<file path="src/rtl/bopfm_pkg.sv">
// constants and types of the binary output pfm switch
//
// Behaviour
// - output enable switches pin, default on
// - static mode gives relay level, default
// - static source none disables switching
// - cleaning source follows water/cleaner step
// - limit source ORs chosen eight switches
// - diagnostics: allocated messages or one class
// - analyzer: measurement active or sample needed
// - pfm frequency linear up to 1..1000 Hz
// - pfm source selectable, none gives nothing
// - unipolar plus uses raising part, bipolar both
// - unipolar minus uses lowering part only
// - hold freezes, substitutes or is ignored
// - hold fixed value 0..100 percent, default 0
// - error freezes or fixed percent, default 0
package bopfm_pkg;

   // ==========================================================
   // register map, byte addresses
   localparam logic [7:0] A_CTRL   = 8'h00;
   localparam logic [7:0] A_SEL    = 8'h04;
   localparam logic [7:0] A_FMAX   = 8'h08;
   localparam logic [7:0] A_SUBST  = 8'h0C;
   localparam logic [7:0] A_STATUS = 8'h10;

   // ==========================================================
   // enumerations
   typedef enum logic [2:0] {
      F_NONE = 3'h0, F_LIMIT = 3'h1, F_DIAG = 3'h2,
      F_CLEAN = 3'h3, F_ANA = 3'h4
   } bopfm_func_t;
   typedef enum logic [2:0] {
      S_NONE = 3'h0, S_SENSOR = 3'h1, S_BININ = 3'h2,
      S_CTL = 3'h3, S_FIELDBUS = 3'h4, S_MATH = 3'h5
   } bopfm_src_sel_t;
   typedef enum logic [1:0] {
      A_NONE = 2'h0, A_BIP = 2'h1, A_UPLUS = 2'h2, A_UMINUS = 2'h3
   } bopfm_act_t;
   typedef enum logic [1:0] {
      H_IGNORE = 2'h0, H_FREEZE = 2'h1, H_FIXED = 2'h2
   } bopfm_hold_t;
   typedef enum logic [1:0] {
      N_NONE = 2'h0, N_SAMPLE = 2'h1, N_MEAS = 2'h2
   } bopfm_ana_t;

   // ==========================================================
   // register layouts, lsb last
   typedef struct packed {
      logic           err_frz;  // 1 freeze, 0 fixed value
      bopfm_hold_t    hold_beh;
      bopfm_act_t     act;
      bopfm_src_sel_t pfm_src;
      bopfm_ana_t     ana;
      logic [1:0]     diag_cls; // 0 M, 1 S, 2 C, 3 F
      logic           diag_grp; // 1 whole class
      bopfm_func_t    func;
      logic           pfm;      // 1 pulse frequency mode
      logic           out_en;
   } bopfm_ctrl_t;
   typedef struct packed {
      logic [1:0] clean;        // bit1 cleaner, bit0 water
      logic [7:0] lim_mask;
   } bopfm_sel_t;

   // ==========================================================
   // user-side carriers
   typedef struct packed {
      logic [7:0] limit;
      logic       diag_alloc;
      logic [3:0] diag_cls;
      logic       clean_water;
      logic       clean_cleaner;
      logic       sample_point_one_meas;
      logic       sample_point_one_sample;
      logic       hold;
      logic       error;
   } bopfm_evt_t;
   typedef struct packed {
      logic [15:0]        sensor;
      logic [15:0]        binin;
      logic [15:0]        fieldbus;
      logic [15:0]        math;
      logic signed [15:0] ctl_mv;
   } bopfm_val_t;

   // ==========================================================
   // reset values and ranges
   localparam logic [17:0] CTRL_RST = 18'h00001;
   localparam logic [16:0] FMAX_MIN = 17'h00064; // 1.00 Hz
   localparam logic [16:0] FMAX_MAX = 17'h186A0; // 1000.00 Hz
   localparam logic [6:0]  PCT_MAX  = 7'h64;
   localparam logic [6:0]  PCT_RST  = 7'h00;

   // ==========================================================
   // clock and phase step scale, fmax in 0.01 Hz units
   localparam longint CLK_HZ  = 125_000_000;
   localparam longint STEP_K  = 64'h0001_0000_0000_0000
                                / (CLK_HZ * 100);
   localparam logic [14:0] STEP_KW = 15'(STEP_K);

endpackage // bopfm_pkg

</file>
<file path="src/rtl/bopfm_subst.sv">
// hold and error substitution of the pfm value
`timescale 1ns/1ps
module bopfm_subst (
   // clock and reset
   input  wire logic                  pclk,
   input  wire logic                  presetn,
   // value and conditions
   input  wire logic [15:0]           value,
   input  wire logic                  hold,
   input  wire logic                  error,
   // behaviour
   input  wire bopfm_pkg::bopfm_hold_t hold_beh,
   input  wire logic                  err_frz,
   input  wire logic [15:0]           hold_frac,
   input  wire logic [15:0]           err_frac,
   // result
   output logic [15:0]                eff
);
   logic [15:0] next_eff;

   // error first, then hold, else live value
   always_comb begin
      next_eff = value;
      if (error) begin
         next_eff = err_frz ? eff : err_frac;
      end else if (hold) begin
         unique case (hold_beh)
            bopfm_pkg::H_FREEZE: next_eff = eff;
            bopfm_pkg::H_FIXED:  next_eff = hold_frac;
            default:             next_eff = value;
         endcase
      end
   end

   // result register doubles as the frozen copy
   always_ff @(posedge pclk or negedge presetn) begin
      if (!presetn) eff <= 16'h0000;
      else          eff <= next_eff;
   end

   a_hold_freeze: assert property (@(posedge pclk) disable iff
      (!presetn) hold && !error && hold_beh == bopfm_pkg::H_FREEZE
      |=> $stable(eff)) else $error("hold freeze moved");
   a_err_prio: assert property (@(posedge pclk) disable iff
      (!presetn) error && !err_frz |=> eff == $past(err_frac))
      else $error("error value not applied");
endmodule // bopfm_subst

</file>
<file path="src/rtl/bopfm_nco.sv">
// phase accumulator making the pfm square wave
`timescale 1ns/1ps
module bopfm_nco #(
   parameter int ACC_W = 32
) (
   // clock and reset
   input  wire logic        pclk,
   input  wire logic        presetn,
   // control
   input  wire logic        run,
   input  wire logic [15:0] frac,
   input  wire logic [16:0] fmax,
   // wave
   output logic             wave
);
   logic [47:0]      prod;
   logic [15:0]      inc;
   logic [ACC_W-1:0] acc;
   logic [ACC_W-1:0] next_acc;

   // step proportional to fraction times fmax
   always_comb begin
      prod = 48'(frac) * 48'(fmax) * 48'(bopfm_pkg::STEP_KW);
      inc  = prod[47:32];
      next_acc = run ? acc + ACC_W'(inc) : '0;
   end

   // accumulator and wave from its top bit
   always_ff @(posedge pclk or negedge presetn) begin
      if (!presetn) begin
         acc  <= '0;
         wave <= 1'b0;
      end else begin
         acc  <= next_acc;
         wave <= next_acc[ACC_W-1];
      end
   end

   a_step_full: assert property (@(posedge pclk) disable iff
      (!presetn) frac == 16'hFFFF && fmax == bopfm_pkg::FMAX_MAX
      |-> inc == 16'h8635) else $error("full scale step wrong");
   a_stop_idle: assert property (@(posedge pclk) disable iff
      (!presetn) !run |=> acc == '0 && !wave)
      else $error("stopped nco not idle");
endmodule // bopfm_nco

</file>
<file path="src/rtl/bopfm_top.sv">
// binary output channel: static switch or pfm, apb registers
`timescale 1ns/1ps
module bopfm_top (
   // clock and reset
   input  wire logic                  pclk,
   input  wire logic                  presetn,
   // apb slave
   input  wire logic                  psel,
   input  wire logic                  penable,
   input  wire logic                  pwrite,
   input  wire logic [7:0]            paddr,
   input  wire logic [31:0]           pwdata,
   output logic [31:0]                prdata,
   output logic                       pready,
   output logic                       pslverr,
   // switching sources and conditions
   input  wire bopfm_pkg::bopfm_evt_t ev,
   // measured values, 16'hFFFF is range upper limit
   input  wire bopfm_pkg::bopfm_val_t val,
   // binary output pin
   output logic                       bo_out
);

   // ==========================================================
   // registers
   bopfm_pkg::bopfm_ctrl_t ctrl;
   bopfm_pkg::bopfm_ctrl_t next_ctrl;
   bopfm_pkg::bopfm_sel_t  sel;
   bopfm_pkg::bopfm_sel_t  next_sel;
   logic [16:0]            fmax;
   logic [16:0]            next_fmax;
   logic [6:0]             hold_pct;
   logic [6:0]             next_hold_pct;
   logic [6:0]             err_pct;
   logic [6:0]             next_err_pct;
   logic [31:0]            next_prdata;
   logic                   next_pready;
   logic                   next_pslverr;
   logic                   next_bo_out;
   logic                   wr;
   logic [31:0]            rd;
   logic                   hit;
   logic [15:0]            eff;
   logic                   wave;

   // percent to fraction of full scale
   function automatic logic [15:0] pct2frac(input logic [6:0] p);
      logic [22:0] w;
      w = 23'(p) * 23'h00FFFF;
      return 16'(w / 23'h000064);
   endfunction

   // clamp a percent write to 100
   function automatic logic [6:0] pclamp(input logic [7:0] p);
      return (p > {1'b0, bopfm_pkg::PCT_MAX}) ? bopfm_pkg::PCT_MAX
                                              : p[6:0];
   endfunction

   // ==========================================================
   // apb decode, zero wait state answer
   always_comb begin
      wr = psel && penable && pready && pwrite;
      hit = 1'b1;
      rd = 32'h0000_0000;
      unique case (paddr)
         bopfm_pkg::A_CTRL:  rd = 32'(ctrl);
         bopfm_pkg::A_SEL:   rd = 32'(sel);
         bopfm_pkg::A_FMAX:  rd = 32'(fmax);
         bopfm_pkg::A_SUBST: rd = {17'h0, err_pct, 1'b0, hold_pct};
         bopfm_pkg::A_STATUS:
            rd = {10'h000, ev.error, ev.hold, eff, 3'h0, bo_out};
         default: hit = 1'b0;
      endcase
      next_pready  = psel && !penable;
      next_prdata  = (psel && !penable && !pwrite) ? rd : prdata;
      next_pslverr = psel && !penable && !hit;
   end

   // register writes, fmax and percents clamped
   always_comb begin
      next_ctrl     = ctrl;
      next_sel      = sel;
      next_fmax     = fmax;
      next_hold_pct = hold_pct;
      next_err_pct  = err_pct;
      if (wr && paddr == bopfm_pkg::A_CTRL) begin
         next_ctrl = bopfm_pkg::bopfm_ctrl_t'(pwdata[17:0]);
      end
      if (wr && paddr == bopfm_pkg::A_SEL) begin
         next_sel = bopfm_pkg::bopfm_sel_t'(pwdata[9:0]);
      end
      if (wr && paddr == bopfm_pkg::A_FMAX) begin
         if (pwdata < 32'(bopfm_pkg::FMAX_MIN)) begin
            next_fmax = bopfm_pkg::FMAX_MIN;
         end else if (pwdata > 32'(bopfm_pkg::FMAX_MAX)) begin
            next_fmax = bopfm_pkg::FMAX_MAX;
         end else begin
            next_fmax = pwdata[16:0];
         end
      end
      if (wr && paddr == bopfm_pkg::A_SUBST) begin
         next_hold_pct = pclamp({1'b0, pwdata[6:0]});
         next_err_pct  = pclamp({1'b0, pwdata[14:8]});
      end
   end

   // register bank and bus answer
   always_ff @(posedge pclk or negedge presetn) begin
      if (!presetn) begin
         ctrl     <= bopfm_pkg::bopfm_ctrl_t'(bopfm_pkg::CTRL_RST);
         sel      <= '0;
         fmax     <= bopfm_pkg::FMAX_MAX;
         hold_pct <= bopfm_pkg::PCT_RST;
         err_pct  <= bopfm_pkg::PCT_RST;
         prdata   <= 32'h0000_0000;
         pready   <= 1'b0;
         pslverr  <= 1'b0;
      end else begin
         ctrl     <= next_ctrl;
         sel      <= next_sel;
         fmax     <= next_fmax;
         hold_pct <= next_hold_pct;
         err_pct  <= next_err_pct;
         prdata   <= next_prdata;
         pready   <= next_pready;
         pslverr  <= next_pslverr;
      end
   end

   // ==========================================================
   // static switching level
   logic       st_lvl;
   logic [1:0] cln_req;

   // relay-like level from the chosen source
   always_comb begin
      cln_req = {ev.clean_cleaner, ev.clean_water};
      unique case (ctrl.func)
         bopfm_pkg::F_LIMIT:
            st_lvl = |(ev.limit & sel.lim_mask);
         bopfm_pkg::F_DIAG:
            st_lvl = ctrl.diag_grp ? ev.diag_cls[ctrl.diag_cls]
                                   : ev.diag_alloc;
         bopfm_pkg::F_CLEAN:
            st_lvl = |(cln_req & sel.clean);
         bopfm_pkg::F_ANA: begin
            unique case (ctrl.ana)
               bopfm_pkg::N_SAMPLE:
                  st_lvl = ev.sample_point_one_sample;
               bopfm_pkg::N_MEAS:
                  st_lvl = ev.sample_point_one_meas;
               default: st_lvl = 1'b0;
            endcase
         end
         default: st_lvl = 1'b0;        // none or bad code
      endcase
   end

   // ==========================================================
   // pfm value selection
   logic [15:0] mv_neg;
   logic [15:0] mv_pos;
   logic [15:0] mv_down;
   logic [15:0] raw;

   // controller portion per actuator type
   always_comb begin
      mv_neg  = 16'h0000 - val.ctl_mv;
      mv_pos  = val.ctl_mv[15] ? 16'h0000 : {val.ctl_mv[14:0], 1'b0};
      mv_down = !val.ctl_mv[15] ? 16'h0000 :
                (val.ctl_mv == 16'sh8000) ? 16'hFFFF
                                          : {mv_neg[14:0], 1'b0};
      unique case (ctrl.pfm_src)
         bopfm_pkg::S_SENSOR:   raw = val.sensor;
         bopfm_pkg::S_BININ:    raw = val.binin;
         bopfm_pkg::S_FIELDBUS: raw = val.fieldbus;
         bopfm_pkg::S_MATH:     raw = val.math;
         bopfm_pkg::S_CTL: begin
            unique case (ctrl.act)
               bopfm_pkg::A_BIP:    raw = mv_pos | mv_down;
               bopfm_pkg::A_UPLUS:  raw = mv_pos;
               bopfm_pkg::A_UMINUS: raw = mv_down;
               default:             raw = 16'h0000;
            endcase
         end
         default: raw = 16'h0000;
      endcase
   end

   // hold and error substitution
   bopfm_subst u_subst (
      .pclk      (pclk),
      .presetn   (presetn),
      .value     (raw),
      .hold      (ev.hold),
      .error     (ev.error),
      .hold_beh  (ctrl.hold_beh),
      .err_frz   (ctrl.err_frz),
      .hold_frac (pct2frac(hold_pct)),
      .err_frac  (pct2frac(err_pct)),
      .eff       (eff)
   );

   // frequency generator, idle with no source
   bopfm_nco u_nco (
      .pclk    (pclk),
      .presetn (presetn),
      .run     (ctrl.pfm && ctrl.pfm_src != bopfm_pkg::S_NONE),
      .frac    (eff),
      .fmax    (fmax),
      .wave    (wave)
   );

   // ==========================================================
   // output pin
   always_comb begin
      next_bo_out = ctrl.out_en && (ctrl.pfm ? wave : st_lvl);
   end

   always_ff @(posedge pclk or negedge presetn) begin
      if (!presetn) bo_out <= 1'b0;
      else          bo_out <= next_bo_out;
   end

   // ==========================================================
   // checks
   logic stat_on;
   assign stat_on = ctrl.out_en && !ctrl.pfm;

   a_out_off: assert property (@(posedge pclk) disable iff
      (!presetn) !ctrl.out_en |=> !bo_out)
      else $error("disabled output high");
   a_func_none: assert property (@(posedge pclk) disable iff
      (!presetn) !ctrl.pfm && ctrl.func == bopfm_pkg::F_NONE
      |=> !bo_out) else $error("none source drives");
   a_limit_hit: assert property (@(posedge pclk) disable iff
      (!presetn) stat_on && ctrl.func == bopfm_pkg::F_LIMIT
      |=> bo_out == $past(|(ev.limit & sel.lim_mask)))
      else $error("limit level wrong");
   a_clean_lvl: assert property (@(posedge pclk) disable iff
      (!presetn) stat_on && ctrl.func == bopfm_pkg::F_CLEAN
      && sel.clean == 2'h1 |=> bo_out == $past(ev.clean_water))
      else $error("cleaning level wrong");
   a_diag_class: assert property (@(posedge pclk) disable iff
      (!presetn) stat_on && ctrl.func == bopfm_pkg::F_DIAG
      && ctrl.diag_grp |=> bo_out == $past(ev.diag_cls[ctrl.diag_cls]))
      else $error("diag class wrong");
   a_ana_meas: assert property (@(posedge pclk) disable iff
      (!presetn) stat_on && ctrl.func == bopfm_pkg::F_ANA
      && ctrl.ana == bopfm_pkg::N_MEAS
      |=> bo_out == $past(ev.sample_point_one_meas))
      else $error("analyzer level wrong");
   a_uplus_cut: assert property (@(posedge pclk) disable iff
      (!presetn) ctrl.pfm_src == bopfm_pkg::S_CTL
      && ctrl.act == bopfm_pkg::A_UPLUS && val.ctl_mv[15]
      |-> raw == 16'h0000) else $error("uplus passes down");
   a_uminus_cut: assert property (@(posedge pclk) disable iff
      (!presetn) ctrl.pfm_src == bopfm_pkg::S_CTL
      && ctrl.act == bopfm_pkg::A_UMINUS && !val.ctl_mv[15]
      |-> raw == 16'h0000) else $error("uminus passes up");
   a_pfm_none: assert property (@(posedge pclk) disable iff
      (!presetn) (ctrl.pfm && ctrl.pfm_src == bopfm_pkg::S_NONE) [*3]
      |=> !bo_out) else $error("pfm none drives");
   a_hold_fixed: assert property (@(posedge pclk) disable iff
      (!presetn) ev.hold && !ev.error
      && ctrl.hold_beh == bopfm_pkg::H_FIXED
      |=> eff == $past(pct2frac(hold_pct)))
      else $error("hold value wrong");
   a_fmax_range: assert property (@(posedge pclk) disable iff
      (!presetn) fmax >= bopfm_pkg::FMAX_MIN
      && fmax <= bopfm_pkg::FMAX_MAX)
      else $error("fmax out of range");

   c_pfm_toggle: cover property (@(posedge pclk) disable iff
      (!presetn) ctrl.pfm && $rose(bo_out));
   c_limit_on: cover property (@(posedge pclk) disable iff
      (!presetn) ctrl.func == bopfm_pkg::F_LIMIT && $rose(bo_out));
   c_err_hold: cover property (@(posedge pclk) disable iff
      (!presetn) ev.error && ev.hold && ctrl.pfm);

endmodule // bopfm_top

</file>
<file path="config.mk">
export PLATFORM = sky130hd
export DESIGN_NAME = bopfm_top
export DESIGN_NICKNAME = d
export VERILOG_FILES = /design/src/rtl/bopfm_pkg.sv /design/src/rtl/bopfm_subst.sv /design/src/rtl/bopfm_nco.sv /design/src/rtl/bopfm_top.sv
export SDC_FILE = /design/constraint.sdc
export NUM_CORES = 2
export LEC_CHECK = 0
export CAP_MARGIN = 5
export CORE_ASPECT_RATIO = 2
export CORE_MARGIN = 2
export CORE_UTILIZATION = 30
export DETAILED_ROUTE_END_ITERATION = 8
export DONT_BUFFER_PORTS = 1
export GPL_ROUTABILITY_DRIVEN = 0
export PLACE_DENSITY_LB_ADDON = 0.2
export SLEW_MARGIN = 0
export SYNTH_ARGS = -nofsm -noshare
export SYNTH_HDL_FRONTEND = slang
export SYNTH_SLANG_ARGS = --single-unit
</file>
<file path="constraint.sdc">
create_clock -name pclk -period 39.4 [get_ports pclk]
set_clock_uncertainty 0.2 [all_clocks]
set_input_delay 1.97 -clock pclk [delete_from_list [all_inputs] [get_ports pclk]]
set_output_delay 1.97 -clock pclk [all_outputs]
set_load 0.1 [all_outputs]
</file>
After elaboration in Yosys (flattened, before gate mapping). Index checks and enable logic that the tools add are counted.

Add/sub/neg operators: 2. Multipliers: 4. Div/mod/pow operators: 2. Magnitude comparators: 5. Equal/unequal tests: 23. Mux-type cells: 22. Bitwise logic cells: 3. Reduce and logical (&&, ||, !) cells: 21.

Operator list (count): case mux 22 bit (5 select lines) (1); 2-to-1 mux 16 bit (6); case mux 16 bit (5 select lines) (1); multiplier 33 x 15 -> 48 bit (second input constant) (1); case mux 16 bit (3 select lines) (1); divider 23 x 7 -> 23 bit (second input constant) (2); multiplier 7 x 16 -> 23 bit (second input constant) (2); 2-to-1 mux 17 bit (2); multiplier 16 x 17 -> 33 bit (1); adder 32 x 16 -> 32 bit (1); greater-than comparator 32 x 17 -> 1 bit (second input constant) (1); less-than comparator 32 x 7 -> 1 bit (second input constant) (1); 2-to-1 mux 32 bit (1); case mux 16 bit (2 select lines) (1); == test 16 bit (second input constant) (1); == test 8 x 4 -> 1 bit (second input constant) (2); bitwise OR 16 bit (1); subtractor 1 x 15 -> 15 bit (first input constant) (1); greater-than comparator 7 bit (second input constant) (2); 2-to-1 mux 7 bit (2); == test 3 x 2 -> 1 bit (second input constant) (4); logical AND 1 bit (12); == test 3 bit (second input constant) (3); AND 8 bit (1); 20 further kinds (31).

Register bits: 143. Input bits: 144. Output and inout port bits: 35.

Longest topological paths before layout.
Word-level depth: 9. Mapped depth: 84. Depth with buffers taken out: 83.

Hierarchy. Synthesis repeated with hierarchy kept, for this count alone.

Cell total of the unflattened synthesis: 4350. Area, all modules: 37923.9 µm².

Modules (own cells, without submodules): bopfm_nco (instances 1, cells an instance 2234, area an instance 20931.3 µm², sequential area each 800.8 µm²); bopfm_top (instances 1, cells an instance 2022, area an instance 16004.1 µm², sequential area each 2110.8 µm²); bopfm_subst (instances 1, cells an instance 94, area an instance 988.4 µm², sequential area each 400.4 µm²).

Worst setup path before layout. No wires, ideal clock.

Path type: flip-flop to flip-flop. From: register fmax[5]. To: register u_nco.acc[31]. Arrival: 15111 ps. Data required time: 39068 ps. Slack: 23957 ps. Stages on the path, launching flop included: 77. Clock period less this slack: 15443 ps. Path through: dfstp_2 > clkbuf_1 > clkbuf_1 > nand2_1 > fa_1 > inv_1 > fa_1 > inv_1 > fa_1 > fa_1 > inv_1 > fa_1 > fa_1 > ha_1 > a21oi_1 > o21bai_1 > a21oi_1 > o21bai_1 > [... 41 more ...] > and2_1 > o21ai_0 > nand2b_1 > and2_1 > o21ai_0 > nand2b_1 > and2_1 > o21ai_0 > nand2b_1 > a21oi_1 > xnor2_1 > ha_1 > nor2b_1 > o21ai_1 > nor2_1 > nand3_1 > xor2_1 > nor2_1.

Cells in the longest elaborated chain, start to end: 4.

RTL lines: from (decl) (line bopfm_top.sv:30) `logic [16:0] fmax;`; from (signal assigned) (line bopfm_top.sv:112) `fmax <= bopfm_pkg::FMAX_MAX;`; from (signal assigned) (line bopfm_top.sv:121) `fmax <= next_fmax;`; multiplier 16 x 17 -> 33 bit (line bopfm_nco.sv:23) `prod = 48'(frac) * 48'(fmax) * 48'(bopfm_pkg::STEP_KW);`; multiplier 33 x 15 -> 48 bit (line bopfm_nco.sv:23); adder 32 x 16 -> 32 bit (line bopfm_nco.sv:25) `next_acc = run ? acc + ACC_W'(inc) : '0;`; 2-to-1 mux 32 bit (line bopfm_nco.sv:25); net u_nco.next_acc[31] (line bopfm_nco.sv:19) `logic [ACC_W-1:0] next_acc;`; to (signal assigned) (line bopfm_nco.sv:34) `acc <= next_acc;`; to (decl) (line bopfm_nco.sv:18) `logic [ACC_W-1:0] acc;`.

The timed path passes the listed nets, and every way through them passes these cells. A chain may end at the register's enable or synchronous reset.

Worst setup path after layout.
From: register err_pct[1]. To: register u_subst.eff[1].

Cells in the longest elaborated chain, start to end: 4.

RTL lines: from (decl) (line bopfm_top.sv:34) `logic [6:0] err_pct;`; from (signal assigned) (line bopfm_top.sv:114) `err_pct <= bopfm_pkg::PCT_RST;`; from (signal assigned) (line bopfm_top.sv:123) `err_pct <= next_err_pct;`; multiplier 7 x 16 -> 23 bit (line bopfm_top.sv:49) `w = 23'(p) * 23'h00FFFF;`; divider 23 x 7 -> 23 bit (line bopfm_top.sv:50) `return 16'(w / 23'h000064);`; 2-to-1 mux 16 bit (line bopfm_subst.sv:25) `next_eff = err_frz ? eff : err_frac;`; 2-to-1 mux 16 bit (line bopfm_subst.sv:24) `if (error) begin`; to (signal assigned) (line bopfm_subst.sv:38) `else eff <= next_eff;`; to (decl) (line bopfm_subst.sv:17) `output logic [15:0] eff`.

No other way between the ends. The select of a mux whose other input is x is not followed.

==> flow_summary.toml <==
[outcome]
result_of_the_run = "complete, no violations"

[floorplan]
overall_die_area_sq_um = 125000
placement_rows = 181
die_height_um = 498.0
io-pin-count = 179
initial_utilization_pct = 30.15
floorplan.core_area_sq_um = 121400
chipWidth_um = 251.0

[setup_path]
setup.worst_path.start_class = "register"
timing.critical_path.to_type = "register"
max_stage_delay_ns = 0.86
critPathBufInv = 2
cp_top_family = "compound AO/OA/AOI/OAI gates"
crit_type = "reg2reg"
arrival_time_worst_endpoint_ns = 17.58
critical-path-slowest-cell = "sky130_fd_sc_hd__a21oi_1"
crit_top_cell = "sky130_fd_sc_hd__fa_1"
timing.critical_path.required_ns = 39.59
crit_fanout = 18

[final_layout]
finalCoreUtilization_pct = 31.85
layout.cells.most_common_list = "sky130_fd_sc_hd__inv_1, sky130_fd_sc_hd__fa_1, sky130_fd_sc_hd__nand2_1"
layout.nets = 5128
area.growth.synth_to_final_pct = 5.633
fill_cells = 12850
mostFrequentLayoutCell = "sky130_fd_sc_hd__inv_1"
drive_gt1_share_pct = 6.031

[placed_design]
place_hpwl_um = 105400
placement.setup.worst_slack_ns = 21.85
place.port_buffers = 0

[clock_network]
cts_max_level = 4
insertion_delay_ns = 0.49
cts_tree = "done"
cts_buffers = 17
worst_setup_hold_path_clk_slew_ns = 0.07
cts-hold-fix-buffers = 0
cts.sinks = 132
postCtsResizedCells = 0
cts.repair_timing.setup_buffer_count = 0
clk_root_buffer_cell = "sky130_fd_sc_hd__clkbuf_16"
clockBufferDepth = 2

[grt]
grt_first_pass_wirelength_um = 188900
groute.layer.met1.usage_pct = 17.99
largest_net_degree_at_the_start_of_global_routing = 133
use_met3_pct = 2.079
grt_antenna_before_repair = 2
gr-usage-met2_pct = 40.73
grt_busiest_layer = "met2"
first_global_vias = 32620
grt.overflow.total = 0
grt_util_all_layers_pct = 19.74

[timing]
max_slew.worst_pin.slew_ns = 1.439
slew_violations = 0
max_freq_mhz = 57.48
timing_hold_violations_final = 0
unrepaired_setup_endpoints_after_global_routing = "no"
fin_crit_sh_pct = 44.15
finalSetupViolations = 0
fin_ws_ns = 22.00
fin_tns_setup_ns = 0
period_minus_slack_ns = 17.40
max-slew-margin-rel_pct = 3.153

[yosys]
yosys_register_bits = 132
post_synth.cell_area_avg_sq_um = 8.668
synthDominantCellAreaShare_pct = 28.49
seq_area_frac_synth_pct = 9.048
yosys_warnings = 0
biggest_area_consumer_among_synthesized_cells = "sky130_fd_sc_hd__fa_1"
synth_cell_types = 137
yosys_most_used_dff = "sky130_fd_sc_hd__dfrtp_1"
netlist_area_sq_um = 36600
post_synth_inst_count = 4223
synth_top_cells_by_area = "sky130_fd_sc_hd__fa_1, sky130_fd_sc_hd__ha_1, sky130_fd_sc_hd__dfrtp_1"
synth_edf_count = 0
asyncSetResetFlopFracSynth_pct = 100.0

[detailed_routing]
detail_route.iter0.violations = 1454
ant_nets = 0
route.vias.total = 30200
totalWireLength_um = 123000
detail_route.first_pass.iterations = 6
drc = 0
post_drt_via_cell_ratio = 5.327
avgRoutedWirePerCell_um = 21.70

[pwr]
power.static_leakage_nw = 18.73
vdd_ir_drop_max_mv = 0.03573
power_density_nw_per_um2 = 33.50

[flow_run]
max-cap-violations = 0

[worst_hold_path]
timing.hold.worst.class = "reg2reg"
-- logic make-up (layout without fill, tap and decap cells) --
kind of cell,count (synthesis),in the layout,synth area share (%)
xor gates and xnor gates,141,141,3.466
AOI/OAI and AO/OA,976,976,19.31
buffers and inverters,841,721,9.010
other,1,11,0.01024
adders and majority gates,890,890,41.08
muxes,90,90,2.680
DFF,132,132,9.048
and+or+nand+nor,1152,1152,15.39
-- Yosys cell counts (all sizes together), types with 54 or more instances --
| cell | instances |
|---|---|
| nor3 | 62 |
| clkbuf | 117 |
| xnor2 | 84 |
| buf | 73 |
| o21ai | 187 |
| inv | 651 |
| mux2 | 54 |
| and2 | 126 |
| fa | 521 |
| nor2 | 199 |
| xor2 | 57 |
| ha | 364 |
| nand2 | 422 |
| a21oi | 213 |
| nand3 | 99 |
| dfrtp | 125 |
-- final timing paths --
check | from | to | slack [ns] | depth (start not counted)
max | err_pct[1] | u_subst.eff[1] | 22.00 | 48
min | u_subst.eff[13] | u_subst.eff[13] | 0.30 | 1
max reg2reg | err_pct[1] | u_subst.eff[1] | 22.00 | 48
min reg2reg | u_subst.eff[13] | u_subst.eff[13] | 0.30 | 1
max in group asynchronous | presetn | u_nco.acc[17] | 37.40 | 0
min in group asynchronous | presetn | u_nco.acc[8] | 0.98 | 0
-- power breakdown --
group	switching, mW	internal (mW)
clock network	0.0856	0.0975
logic	0.542	0.386
registers	0.0434	0.140
-- layer usage --
layer	part of all wire (%)	up-vias
met2	58	741
met1	32	15030
met5	0.011	-
met4	6.4	2
li1	-	14150
met3	3.2	268
-- registers in the layout, indices dropped and copies added, names as in the netlist --
name	count
bo_out	1
ctrl	18
err_pct	7
fmax	17
hold_pct	7
prdata	22
pready	1
pslverr	1
sel	10
u_nco.acc	32
u_subst.eff	16
-- layout make-up --
cell class / instances / area [sq um] / share of cell area, %
Multi-Input combinational cell: 3259 / 30040 / 77.70
Inverter: 651 / 2444 / 6.320
Tap cell: 1555 / 1946 / 5.032
Timing Repair Buffer: 38 / 285.3 / 0.7378
Sequential cell: 132 / 3312 / 8.566
Antenna cell: 1 / 2.502 / 0.006472
Clock inverter: 15 / 207.7 / 0.5372
Clock buffer: 17 / 425.4 / 1.100
-- stage by stage --
step | instance area [sq um] | instances | total power, mW | hold slack (ns)
after floorplan | 36640 | 4232 | 0.8719 | 0.2715
after global placement | 38030 | 5635 | 1.112 | 0.2648
after detailed placement | 38030 | 5635 | 1.122 | 0.2823
after CTS | 38660 | 5667 | 1.317 | 0.3001
after global routing | 38670 | 5668 | 1.446 | 0.3120
final | 38670 | 5668 | 1.295 | 0.2978
(Power assumes the default switching activity.)
